$ cat src/adc_conv_regs.vh
//==============================================================================
`ifndef ADC_CONV_REGS_VH
`define ADC_CONV_REGS_VH

//==============================================================================
// Register offsets (byte addresses)
`define OFS_STATUS_CONTROL 8'h38
`define OFS_RESULT 8'h3C
`define OFS_EVENT_STATUS 8'h40
`define OFS_EVENT_MASK 8'h44

//==============================================================================
// Control register fields
`define FLAG_BIT 7
`define IRQ_EN_BIT 6
`define CONT_BIT 5
`define CH_MSB 4
`define CH_LSB 0

//==============================================================================
// Event bits
`define EV_REQUEST 0
`define EV_OVERRUN 1
`define EV_STOP_ABORT 2

//==============================================================================
// Channel codes
`define CH_LAST_PORT 5'h0E
`define CH_HIGH_REF 5'h1D
`define CH_LOW_REF 5'h1E
`define CH_POWER_OFF 5'h1F

//==============================================================================
// Reset values
`define RST_CONTROL 8'h1F
`define RST_RESULT 8'h00
`define RST_EVENT_MASK 3'h1

//==============================================================================
// Timing
`define BUS_PERIOD_NS 8
`define CONV_CLOCK_PERIOD_NS 1000
`define CONV_CLOCK_DIV (`CONV_CLOCK_PERIOD_NS / `BUS_PERIOD_NS)
`define SAMPLE_CLOCKS 8
`define RESULT_BITS 8

`endif

$ cat src/adc_conversion_control.v
// Implementation choice: strobed register access.
`include "adc_conv_regs.vh"
`default_nettype none

module adc_conversion_control #(
    parameter CONV_DIV = `CONV_CLOCK_DIV
) (
    input wire clock_i,
    input wire reset_n_i,
    // Register port
    input wire [7:0] addr_i,
    input wire [7:0] wdata_i,
    input wire wr_en_i,
    input wire rd_en_i,
    output reg [7:0] rdata_o,
    // Power modes
    input wire wait_mode_i,
    input wire stop_mode_i,
    output reg irq_o,
    output reg wake_o,
    // Analog converter side
    input wire compare_i,
    output reg [4:0] mux_select_o,
    output reg converter_power_o,
    output wire sample_o,
    output wire [7:0] dac_code_o
);

//==============================================================================
// Declarations
reg flag_reg;
reg irq_en_reg;
reg cont_reg;
reg [4:0] ch_reg;
reg [7:0] result_reg;
reg unread_reg;
reg [2:0] event_reg;
reg [2:0] event_next;
reg [2:0] mask_reg;
reg stop_prev_reg;
reg resume_reg;
reg flag_next;
reg [7:0] rdata_next;
reg cmp_s1_reg;
reg cmp_s2_reg;
reg cmp_s3_reg;
reg cmp_reg;

wire wr_ctrl;
wire rd_result;
wire wr_event;
wire wr_mask;
wire ch_powered;
wire stop_enter;
wire stop_exit;
wire busy;
wire done;
wire [7:0] eng_result;
wire [2:0] ev_set;
wire start_req;
wire start_go;
wire abort;

//==============================================================================
// Register decode
assign wr_ctrl = wr_en_i && (addr_i == `OFS_STATUS_CONTROL);
assign rd_result = rd_en_i && (addr_i == `OFS_RESULT);
assign wr_event = wr_en_i && (addr_i == `OFS_EVENT_STATUS);
assign wr_mask = wr_en_i && (addr_i == `OFS_EVENT_MASK);

//==============================================================================
// Power and stop tracking
// Converter powered when code is not all ones
assign ch_powered = (ch_reg != `CH_POWER_OFF);
assign stop_enter = stop_mode_i && !stop_prev_reg;
assign stop_exit = !stop_mode_i && stop_prev_reg;

//==============================================================================
// Conversion start and abort
// Control write starts, done restarts in continuous, stop exit resumes
assign start_req = (wr_ctrl && (wdata_i[`CH_MSB:`CH_LSB] != `CH_POWER_OFF))
    || (done && cont_reg && ch_powered && !wr_ctrl)
    || (stop_exit && resume_reg && ch_powered && !wr_ctrl);
// Nothing starts while stopped; wait mode does not block
assign start_go = start_req && !stop_mode_i;
// Stop entry or power-off write drops the running conversion
assign abort = stop_enter
    || (wr_ctrl && (wdata_i[`CH_MSB:`CH_LSB] == `CH_POWER_OFF));

//==============================================================================
// Comparator input synchroniser
// Three stages; a change is taken when stages two and three agree
always @(posedge clock_i or negedge reset_n_i) begin
    if (!reset_n_i) begin
        cmp_s1_reg <= 1'b0;
        cmp_s2_reg <= 1'b0;
        cmp_s3_reg <= 1'b0;
        cmp_reg <= 1'b0;
    end else begin
        cmp_s1_reg <= compare_i;
        cmp_s2_reg <= cmp_s1_reg;
        cmp_s3_reg <= cmp_s2_reg;
        if (cmp_s2_reg == cmp_s3_reg) begin
            cmp_reg <= cmp_s3_reg;
        end
    end
end

//==============================================================================
// Successive-approximation sequencer
sar_engine #(
    .DIV(CONV_DIV),
    .SAMPLE(`SAMPLE_CLOCKS),
    .BITS(`RESULT_BITS)
) u_sar (
    .clock_i(clock_i),
    .reset_n_i(reset_n_i),
    .start_i(start_go),
    .abort_i(abort),
    .compare_i(cmp_reg),
    .trial_o(dac_code_o),
    .sampling_o(sample_o),
    .busy_o(busy),
    .done_o(done),
    .result_o(eng_result)
);

//==============================================================================
// Completion flag next value
always @* begin
    flag_next = flag_reg;
    if (wr_ctrl) begin
        // Writable only with interrupts enabled, otherwise a write clears it
        flag_next = wdata_i[`IRQ_EN_BIT] ? wdata_i[`FLAG_BIT] : 1'b0;
    end else if (rd_result && !irq_en_reg) begin
        flag_next = 1'b0;
    end
    // Completion sets the flag only with interrupts off; set wins over clear
    if (done && !irq_en_reg) begin
        flag_next = 1'b1;
    end
end

//==============================================================================
// Control and result registers
always @(posedge clock_i or negedge reset_n_i) begin
    if (!reset_n_i) begin
        flag_reg <= 1'b0;
        irq_en_reg <= 1'b0;
        cont_reg <= 1'b0;
        ch_reg <= `CH_POWER_OFF;
        result_reg <= `RST_RESULT;
        unread_reg <= 1'b0;
    end else begin
        flag_reg <= flag_next;
        if (wr_ctrl) begin
            irq_en_reg <= wdata_i[`IRQ_EN_BIT];
            cont_reg <= wdata_i[`CONT_BIT];
            ch_reg <= wdata_i[`CH_MSB:`CH_LSB];
        end
        // Every completion overwrites the result, read or not
        if (done) begin
            result_reg <= eng_result;
        end
        if (done) begin
            unread_reg <= 1'b1;
        end else if (rd_result) begin
            unread_reg <= 1'b0;
        end
    end
end

//==============================================================================
// Stop mode tracking
// Remember whether work was interrupted so it resumes after stop
always @(posedge clock_i or negedge reset_n_i) begin
    if (!reset_n_i) begin
        stop_prev_reg <= 1'b0;
        resume_reg <= 1'b0;
    end else begin
        stop_prev_reg <= stop_mode_i;
        if (stop_enter) begin
            resume_reg <= busy || cont_reg;
        end else if (stop_mode_i && start_req) begin
            resume_reg <= 1'b1;
        end else if (stop_mode_i && wr_ctrl) begin
            resume_reg <= 1'b0;
        end else if (stop_exit) begin
            resume_reg <= 1'b0;
        end
    end
end

//==============================================================================
// Sticky events
// Request at conversion end while interrupts enabled and flag set
assign ev_set[`EV_REQUEST] = done && irq_en_reg && flag_reg;
assign ev_set[`EV_OVERRUN] = done && unread_reg && !rd_result;
assign ev_set[`EV_STOP_ABORT] = stop_enter && busy;

// Write one to clear; result read or control write also drops request
always @* begin
    event_next = event_reg;
    if (wr_event) begin
        event_next = event_reg & ~wdata_i[2:0];
    end
    if (rd_result || wr_ctrl) begin
        event_next[`EV_REQUEST] = 1'b0;
    end
    event_next = event_next | ev_set;
end

always @(posedge clock_i or negedge reset_n_i) begin
    if (!reset_n_i) begin
        event_reg <= 3'h0;
        mask_reg <= `RST_EVENT_MASK;
    end else begin
        event_reg <= event_next;
        if (wr_mask) begin
            mask_reg <= wdata_i[2:0];
        end
    end
end

//==============================================================================
// Interrupt and wake outputs
// Interrupt stays active during wait so it can wake the processor
always @(posedge clock_i or negedge reset_n_i) begin
    if (!reset_n_i) begin
        irq_o <= 1'b0;
        wake_o <= 1'b0;
    end else begin
        irq_o <= |(event_reg & mask_reg);
        wake_o <= wait_mode_i && |(event_reg & mask_reg);
    end
end

//==============================================================================
// Analog side outputs
always @(posedge clock_i or negedge reset_n_i) begin
    if (!reset_n_i) begin
        mux_select_o <= `CH_POWER_OFF;
        converter_power_o <= 1'b0;
    end else begin
        mux_select_o <= ch_reg;
        // Converter idle in stop mode or with power-off code
        converter_power_o <= ch_powered && !stop_mode_i;
    end
end

//==============================================================================
// Read data mux
always @* begin
    case (addr_i)
        `OFS_STATUS_CONTROL: begin
            rdata_next = {flag_reg, irq_en_reg, cont_reg, ch_reg};
        end
        `OFS_RESULT: begin
            rdata_next = result_reg;
        end
        `OFS_EVENT_STATUS: begin
            rdata_next = {busy, ch_powered, stop_mode_i, 2'b00, event_reg};
        end
        `OFS_EVENT_MASK: begin
            rdata_next = {5'h00, mask_reg};
        end
        default: begin
            rdata_next = 8'h00;
        end
    endcase
end

// Read data stand only in the cycle after the strobe
always @(posedge clock_i or negedge reset_n_i) begin
    if (!reset_n_i) begin
        rdata_o <= 8'h00;
    end else begin
        rdata_o <= rd_en_i ? rdata_next : 8'h00;
    end
end

endmodule // adc_conversion_control

`default_nettype wire

$ cat src/sar_engine.v
`default_nettype none

module sar_engine #(
    parameter DIV = 125,
    parameter SAMPLE = 8,
    parameter BITS = 8
) (
    input wire clock_i,
    input wire reset_n_i,
    input wire start_i,
    input wire abort_i,
    input wire compare_i,
    output reg [BITS-1:0] trial_o,
    output reg sampling_o,
    output reg busy_o,
    output reg done_o,
    output reg [BITS-1:0] result_o
);

reg [15:0] div_reg;
reg [4:0] step_reg;
wire tick;
wire [4:0] bit_idx;
wire [BITS-1:0] cur_bit;
wire [BITS-1:0] trial_next;

//==============================================================================
// Converter clock and bit trials
assign tick = (div_reg == DIV - 1);
assign bit_idx = BITS[4:0] + SAMPLE[4:0] - step_reg;
assign cur_bit = {{(BITS-1){1'b0}}, 1'b1} << bit_idx;
// Binary-weighted trial: keep bit when input is at or above it
assign trial_next = (compare_i ? trial_o : (trial_o & ~cur_bit)) | (cur_bit >> 1);

// Seventeen ticks per conversion; the first only aligns to the converter clock
always @(posedge clock_i or negedge reset_n_i) begin
    if (!reset_n_i) begin
        div_reg <= 16'h0000;
        step_reg <= 5'h00;
        trial_o <= {BITS{1'b0}};
        sampling_o <= 1'b0;
        busy_o <= 1'b0;
        done_o <= 1'b0;
        result_o <= {BITS{1'b0}};
    end else begin
        done_o <= 1'b0;
        div_reg <= tick ? 16'h0000 : div_reg + 16'h0001;
        if (start_i || abort_i) begin
            busy_o <= start_i;
            sampling_o <= start_i;
            step_reg <= 5'h00;
            trial_o <= {BITS{1'b0}};
        end else if (busy_o && tick) begin
            step_reg <= step_reg + 5'h01;
            if (step_reg == SAMPLE[4:0]) begin
                sampling_o <= 1'b0;
                trial_o <= {1'b1, {(BITS-1){1'b0}}};
            end else if (step_reg > SAMPLE[4:0]) begin
                trial_o <= trial_next;
                if (bit_idx == 5'h00) begin
                    result_o <= trial_next;
                    done_o <= 1'b1;
                    busy_o <= 1'b0;
                end
            end
        end
    end
end

endmodule // sar_engine

`default_nettype wire

$ cat config.mk
export PLATFORM = sky130hd
export DESIGN_NAME = adc_conversion_control
export DESIGN_NICKNAME = d
export VERILOG_FILES = /design/src/adc_conversion_control.v /design/src/sar_engine.v
export VERILOG_INCLUDE_DIRS = /design/src
export SDC_FILE = /design/constraint.sdc
export NUM_CORES = 1
export LEC_CHECK = 0
export BUFFER_PORTS_ARGS = -buffer_cell sky130_fd_sc_hd__buf_2
export CAP_MARGIN = 20
export CORE_ASPECT_RATIO = 1.1
export CORE_MARGIN = 5
export CORE_UTILIZATION = 60
export CTS_CLUSTER_DIAMETER = 100
export DETAILED_ROUTE_END_ITERATION = 10
export PLACE_DENSITY = 0.89
export RECOVER_POWER = 100
export SLEW_MARGIN = 10
export SYNTH_ARGS = -nofsm -noshare
export SYNTH_HDL_FRONTEND = slang
export SYNTH_SLANG_ARGS = --single-unit
$ cat constraint.sdc
create_clock -name clock_i -period 4.8 [get_ports clock_i]
set_input_delay 0.24 -clock clock_i [delete_from_list [all_inputs] [get_ports clock_i]]
set_output_delay 0.24 -clock clock_i [all_outputs]
set_load 0.02 [all_outputs]
; After elaboration in Yosys (flattened, before gate mapping)
; Cells that the tools add are included.
[totals]
reg_bits = 85
out_inout_bits = 25
[classes]
n_addsub = 3
n_lt_le_gt_ge = 1
eq_ne = 11
shifts = 1
muxes = 35
bitwise_logic = 9
reduce_logical = 52
[op_table]
columns = operator, n
row1 = 2-to-1 mux 8 bit, 6
row2 = case mux 8 bit (4 select lines), 1
row3 = logical AND 1 bit, 27
row4 = 2-to-1 mux 1 bit, 24
row5 = adder 16 x 1 -> 16 bit (second input constant), 1
row6 = == test 16 x 7 -> 1 bit (second input constant), 1
row7 = == test 8 x 6 -> 1 bit (second input constant), 2
row8 = == test 8 x 7 -> 1 bit (second input constant), 2
row9 = 2-to-1 mux 16 bit, 1
row10 = 2-to-1 mux 5 bit, 2
row11 = inequality test 5 bit (second input constant), 2
row12 = nonzero test 2 bit, 5
row13 = AND 8 bit, 1
row14 = inverter 8 bit, 1
row15 = bitwise OR 8 x 7 -> 8 bit, 1
row16 = left shift 1 x 5 -> 8 bit (first input constant), 1
row17 = AND 3 bit, 2
row18 = logical OR 1 bit, 6
row19 = nonzero test 3 bit, 2
row20 = adder 5 x 1 -> 5 bit (second input constant), 1
row21 = == test 5 x 4 -> 1 bit (second input constant), 1
row22 = == test 5 bit (second input constant), 1
row23 = greater-than comparator 5 x 4 -> 1 bit (second input constant), 1
row24 = zero test 1 bit, 5
row25 = other kinds (13), 15

; Depth between registers and ports, before layout
[depth]
ltp_word = 10
mapped_depth = 9
depth_no_buf = 7

; Modules after synthesis
; A second synthesis with hierarchy kept.
[hier_totals]
hier_cells = 357
hier_area_um2 = 3988.8
[modules_own_cells]
columns = mod, n_inst, cells_each, area_each_um2
row1 = sar_engine, 1, 217, 2103.3
row2 = adc_conversion_control, 1, 140, 1885.6

; Worst setup path after synthesis
; OpenSTA, ideal clock, no wires.
[synth_timing]
path_kind = register to register
start = register u_sar.div_reg[0]
end = register u_sar.result_o[1]
setup_ns = 0.125
arrival_ns = 2.192
required_ns = 4.675
path_slack_ns = 2.483
path_stages_with_launch = 8
path_buffers = 0
cell_sequence = dfrtp_1 -> inv_1 -> ha_1 -> or4b_4 -> nor4_4 -> nand4_2 -> nor3_4 -> mux2_4
[synth_via]
elab_chain_cells = 3
[synth_lines]
columns = element, line
row1 = from (decl), sar_engine.v:20  ; reg [15:0] div_reg;
row2 = from (signal assigned), sar_engine.v:47  ; div_reg <= tick ? 16'h0000 : div_reg + 16'h0001;
row3 = == test 16 x 7 -> 1 bit, sar_engine.v:29  ; assign tick = (div_reg == DIV - 1);
row4 = logical AND 1 bit, sar_engine.v:53  ; end else if (busy_o && tick) begin
row5 = AND reduction 5 bit (no line), n/a
row6 = to (signal assigned), sar_engine.v:44  ; result_o <= {BITS{1'b0}};
row7 = to (signal assigned), sar_engine.v:61  ; result_o <= trial_next;
row8 = to (decl), sar_engine.v:17  ; output reg [BITS-1:0] result_o
; Every way passes these cells.
; A chain may end at the register's enable or synchronous reset.

; Final worst setup path
; Same ends and word-level chain as after synthesis.

==> metrics.txt <==
outcome finished with violations; failing checks max-capacitance violations, max-slew violations; synthesized flop and latch total 85; top cell type by total area after synthesis dfrtp_1; Ys Warns 0; port buffer count 47; Placement Rows 31; Syn-to-layout area delta 10.50%; Setup violations, final 0; postcts setup bufs 0; worst hold margin 0.06941 ns; CP cell instances inv_1 -> ha_1 -> or4b_1 -> nor4_1 -> nand4_2 -> nor3_1 -> mux2_4; slew margin rel. -0.2012; via-per-instance ratio 6.309; CTS clock-pin slew for the worst setup and hold paths 0.09 ns; CP Capture Type flip-flop; total CTS buffers 9; initial antenna violation count 0; syn_nets 419; root buffer cell clkbuf_8; CTS Hold Buffers Added 1; Avg Cell Area, Syn 10.51 um2; required time of the worst setup path 5.06 ns; ANT nets after route 0; Die W 88.82 um; # diodes 0; Worst path top cell family by delay simple AND/OR/NAND/NOR gates; first-pass detailed-route iteration total 6; Core Region 6633 um2; Distinct cells, synth 67; EDFF count, synth 0; RSZ-0062 raised after global routing no; crit-path max FO 8; WP depth 7; Nets 467; Post-DP HPWL 6368 um; Hold/Removal Path Class in2reg; Wirelength per Cell 17.87 um; MaxCap Viol Count 1; global route overflow 0; 1st-iter DRT viols 146; register area share after synthesis 0.5221; LEAKAGE 1.893 nW; GPL Wtd Cong 0.9081; layout cells sized above 1 0.1422; worst setup path category reg2reg; die extent in y 96.70 um; CTS resizes 0; CP max-delay cell nor3_1; Remaining DRCs 0; pwr/cell area 282.5 nW/um2; Fmax 294.4 MHz; hold depth 3; TritonCTS clock tree built; final slew viol count 33; pin count of the biggest net entering global routing 86; Syn Inst Count 390; vias after detailed routing 3312; dominant cells by area after synthesis dfrtp_1, dfstp_2, nand2_1, mux2_2, nand3_1; min cycle time layout 3.397 ns; Bufs on Longest Clock Path 2; top-count cell post-synth dfrtp_1; post-synth top area share 0.4516; insertion delay to the later sink of the worst-skew pair 0.37 ns; max FFs per register 16; Global Route Usage Sum 0.2274; share of the clock period used by the worst path 0.7077; Least-Margin Pin Slew 1.802 ns; CP peak stage delay 1.08 ns; CP Launch Type flip-flop; Initial Utilization 0.6182; IO Pins 48; ys async rst share 1.000; synthesized area 4100 um2; CP arrival 3.65 ns; total wire length 9383 um; clk sinks 85; Post-synth top flop dfrtp_1; setup_tns 0 ns; die area 8589 um2; first-pass GRT wire length 15410 um; top cells by count, synth dfrtp_1, nand2_1, nor2_1; Final Hold Fails 0; Clock Skews 0.01079 ns; WP buf/inv 1; FF-to-FF path depth 7; final-layout fill cell count 499; H-tree Lvls 3; maximum vdd ir drop 0.1901 mV; vias in the first global route 3266; Power Total 1.280 mW
## kinds of logic (layout without fill, tap and decap cells)
family / count (synthesis) / in the layout / synth area share
AO/OA/AOI/OAI: 74 / 74 / 0.1245
XOR/XNOR: 18 / 18 / 0.03845
adder cells (fa/ha/maj): 7 / 7 / 0.02075
buffers and inverters: 30 / 83 / 0.02929
flip-flops: 85 / 85 / 0.5221
multiplexers: 19 / 19 / 0.05218
AND/OR/NAND/NOR: 157 / 157 / 0.2127
## per-layer routing
layer,wire (um),track usage
met1,3648,0.2785
met2,4589,0.3571
met3,728,0.06287
met4,417,0.1233
met5,0,0
## cell usage in the layout, fill, tap and decap left out, drive strengths merged, types with 3 or more instances in the layout
master    Yosys  final
o31ai         3      3
mux2         13     13
nor2b        11     11
nor2         28     28
o21ai         8      8
ha            6      6
a211oi        3      3
clkinvlp      0      4
buf           5     18
clkbuf        8     41
dfstp        11     11
nand2b        4      4
a31oi         5      5
and4          4      4
nand3        21     21
a21oi        20     20
a2bb2oi       4      4
nand2        44     44
xnor2        11     11
inv          16     18
xor2          7      7
or2           3      3
nor4          5      5
or3           3      3
a22oi        12     12
mux2i         6      6
nand4         7      7
nor3          3      3
and3          6      6
dfrtp        74     74
## metrics by stage
step / utilization / std cells / instance area [um2] / setup WS [ns]
after global placement: 0.6616 / 506 / 4388 / 2.355
after CTS: 0.6895 / 523 / 4573 / 2.288
after floorplan: - / 390 / 4100 / 2.483
after detailed placement: 0.6616 / 506 / 4388 / 2.297
final: 0.6831 / 525 / 4531 / 1.403
after global routing: 0.6831 / 525 / 4531 / 1.176
## report_power, final
| group | internal, mW | switching [mW] | total (mW) |
|---|---|---|---|
| sequential | 0.734 | 0.0152 | 0.749 |
| combinational | 0.0248 | 0.0429 | 0.0677 |
| clock | 0.191 | 0.272 | 0.463 |
## worst paths after layout
path,start,endpoint,slack (ns)
max in group asynchronous,reset_n_i,u_sar.div_reg[0],2.86
worst min register to register,cmp_s1_reg,cmp_s2_reg,0.36
worst min-delay path,wdata_i[5],cont_reg,0.07
min in group asynchronous,reset_n_i,irq_o,0.90
worst max-delay path,u_sar.div_reg[0],u_sar.result_o[1],1.40
worst max register to register,u_sar.div_reg[0],u_sar.result_o[1],1.40
## area by class of cell
type | instances | area (um2) | area share
Inverter | 16 | 60.06 | 0.01326
Clock buffer | 10 | 127.6 | 0.02817
Tap cell | 82 | 102.6 | 0.02265
Multi-Input combinational cell | 275 | 1803 | 0.3980
Sequential cell | 85 | 2141 | 0.4725
Timing Repair Buffer | 51 | 249.0 | 0.05496
Clock inverter | 6 | 47.55 | 0.01049
## worst reg2reg max path: stages (launching register included)
cell and delay [ns]:
dfrtp_1 0.42, inv_1 0.07, ha_1 0.13, or4b_1 0.49
nor4_1 0.55, nand4_2 0.19, nor3_1 1.08, mux2_4 0.36
No activity file was read; power rests on OpenSTA's default activity.
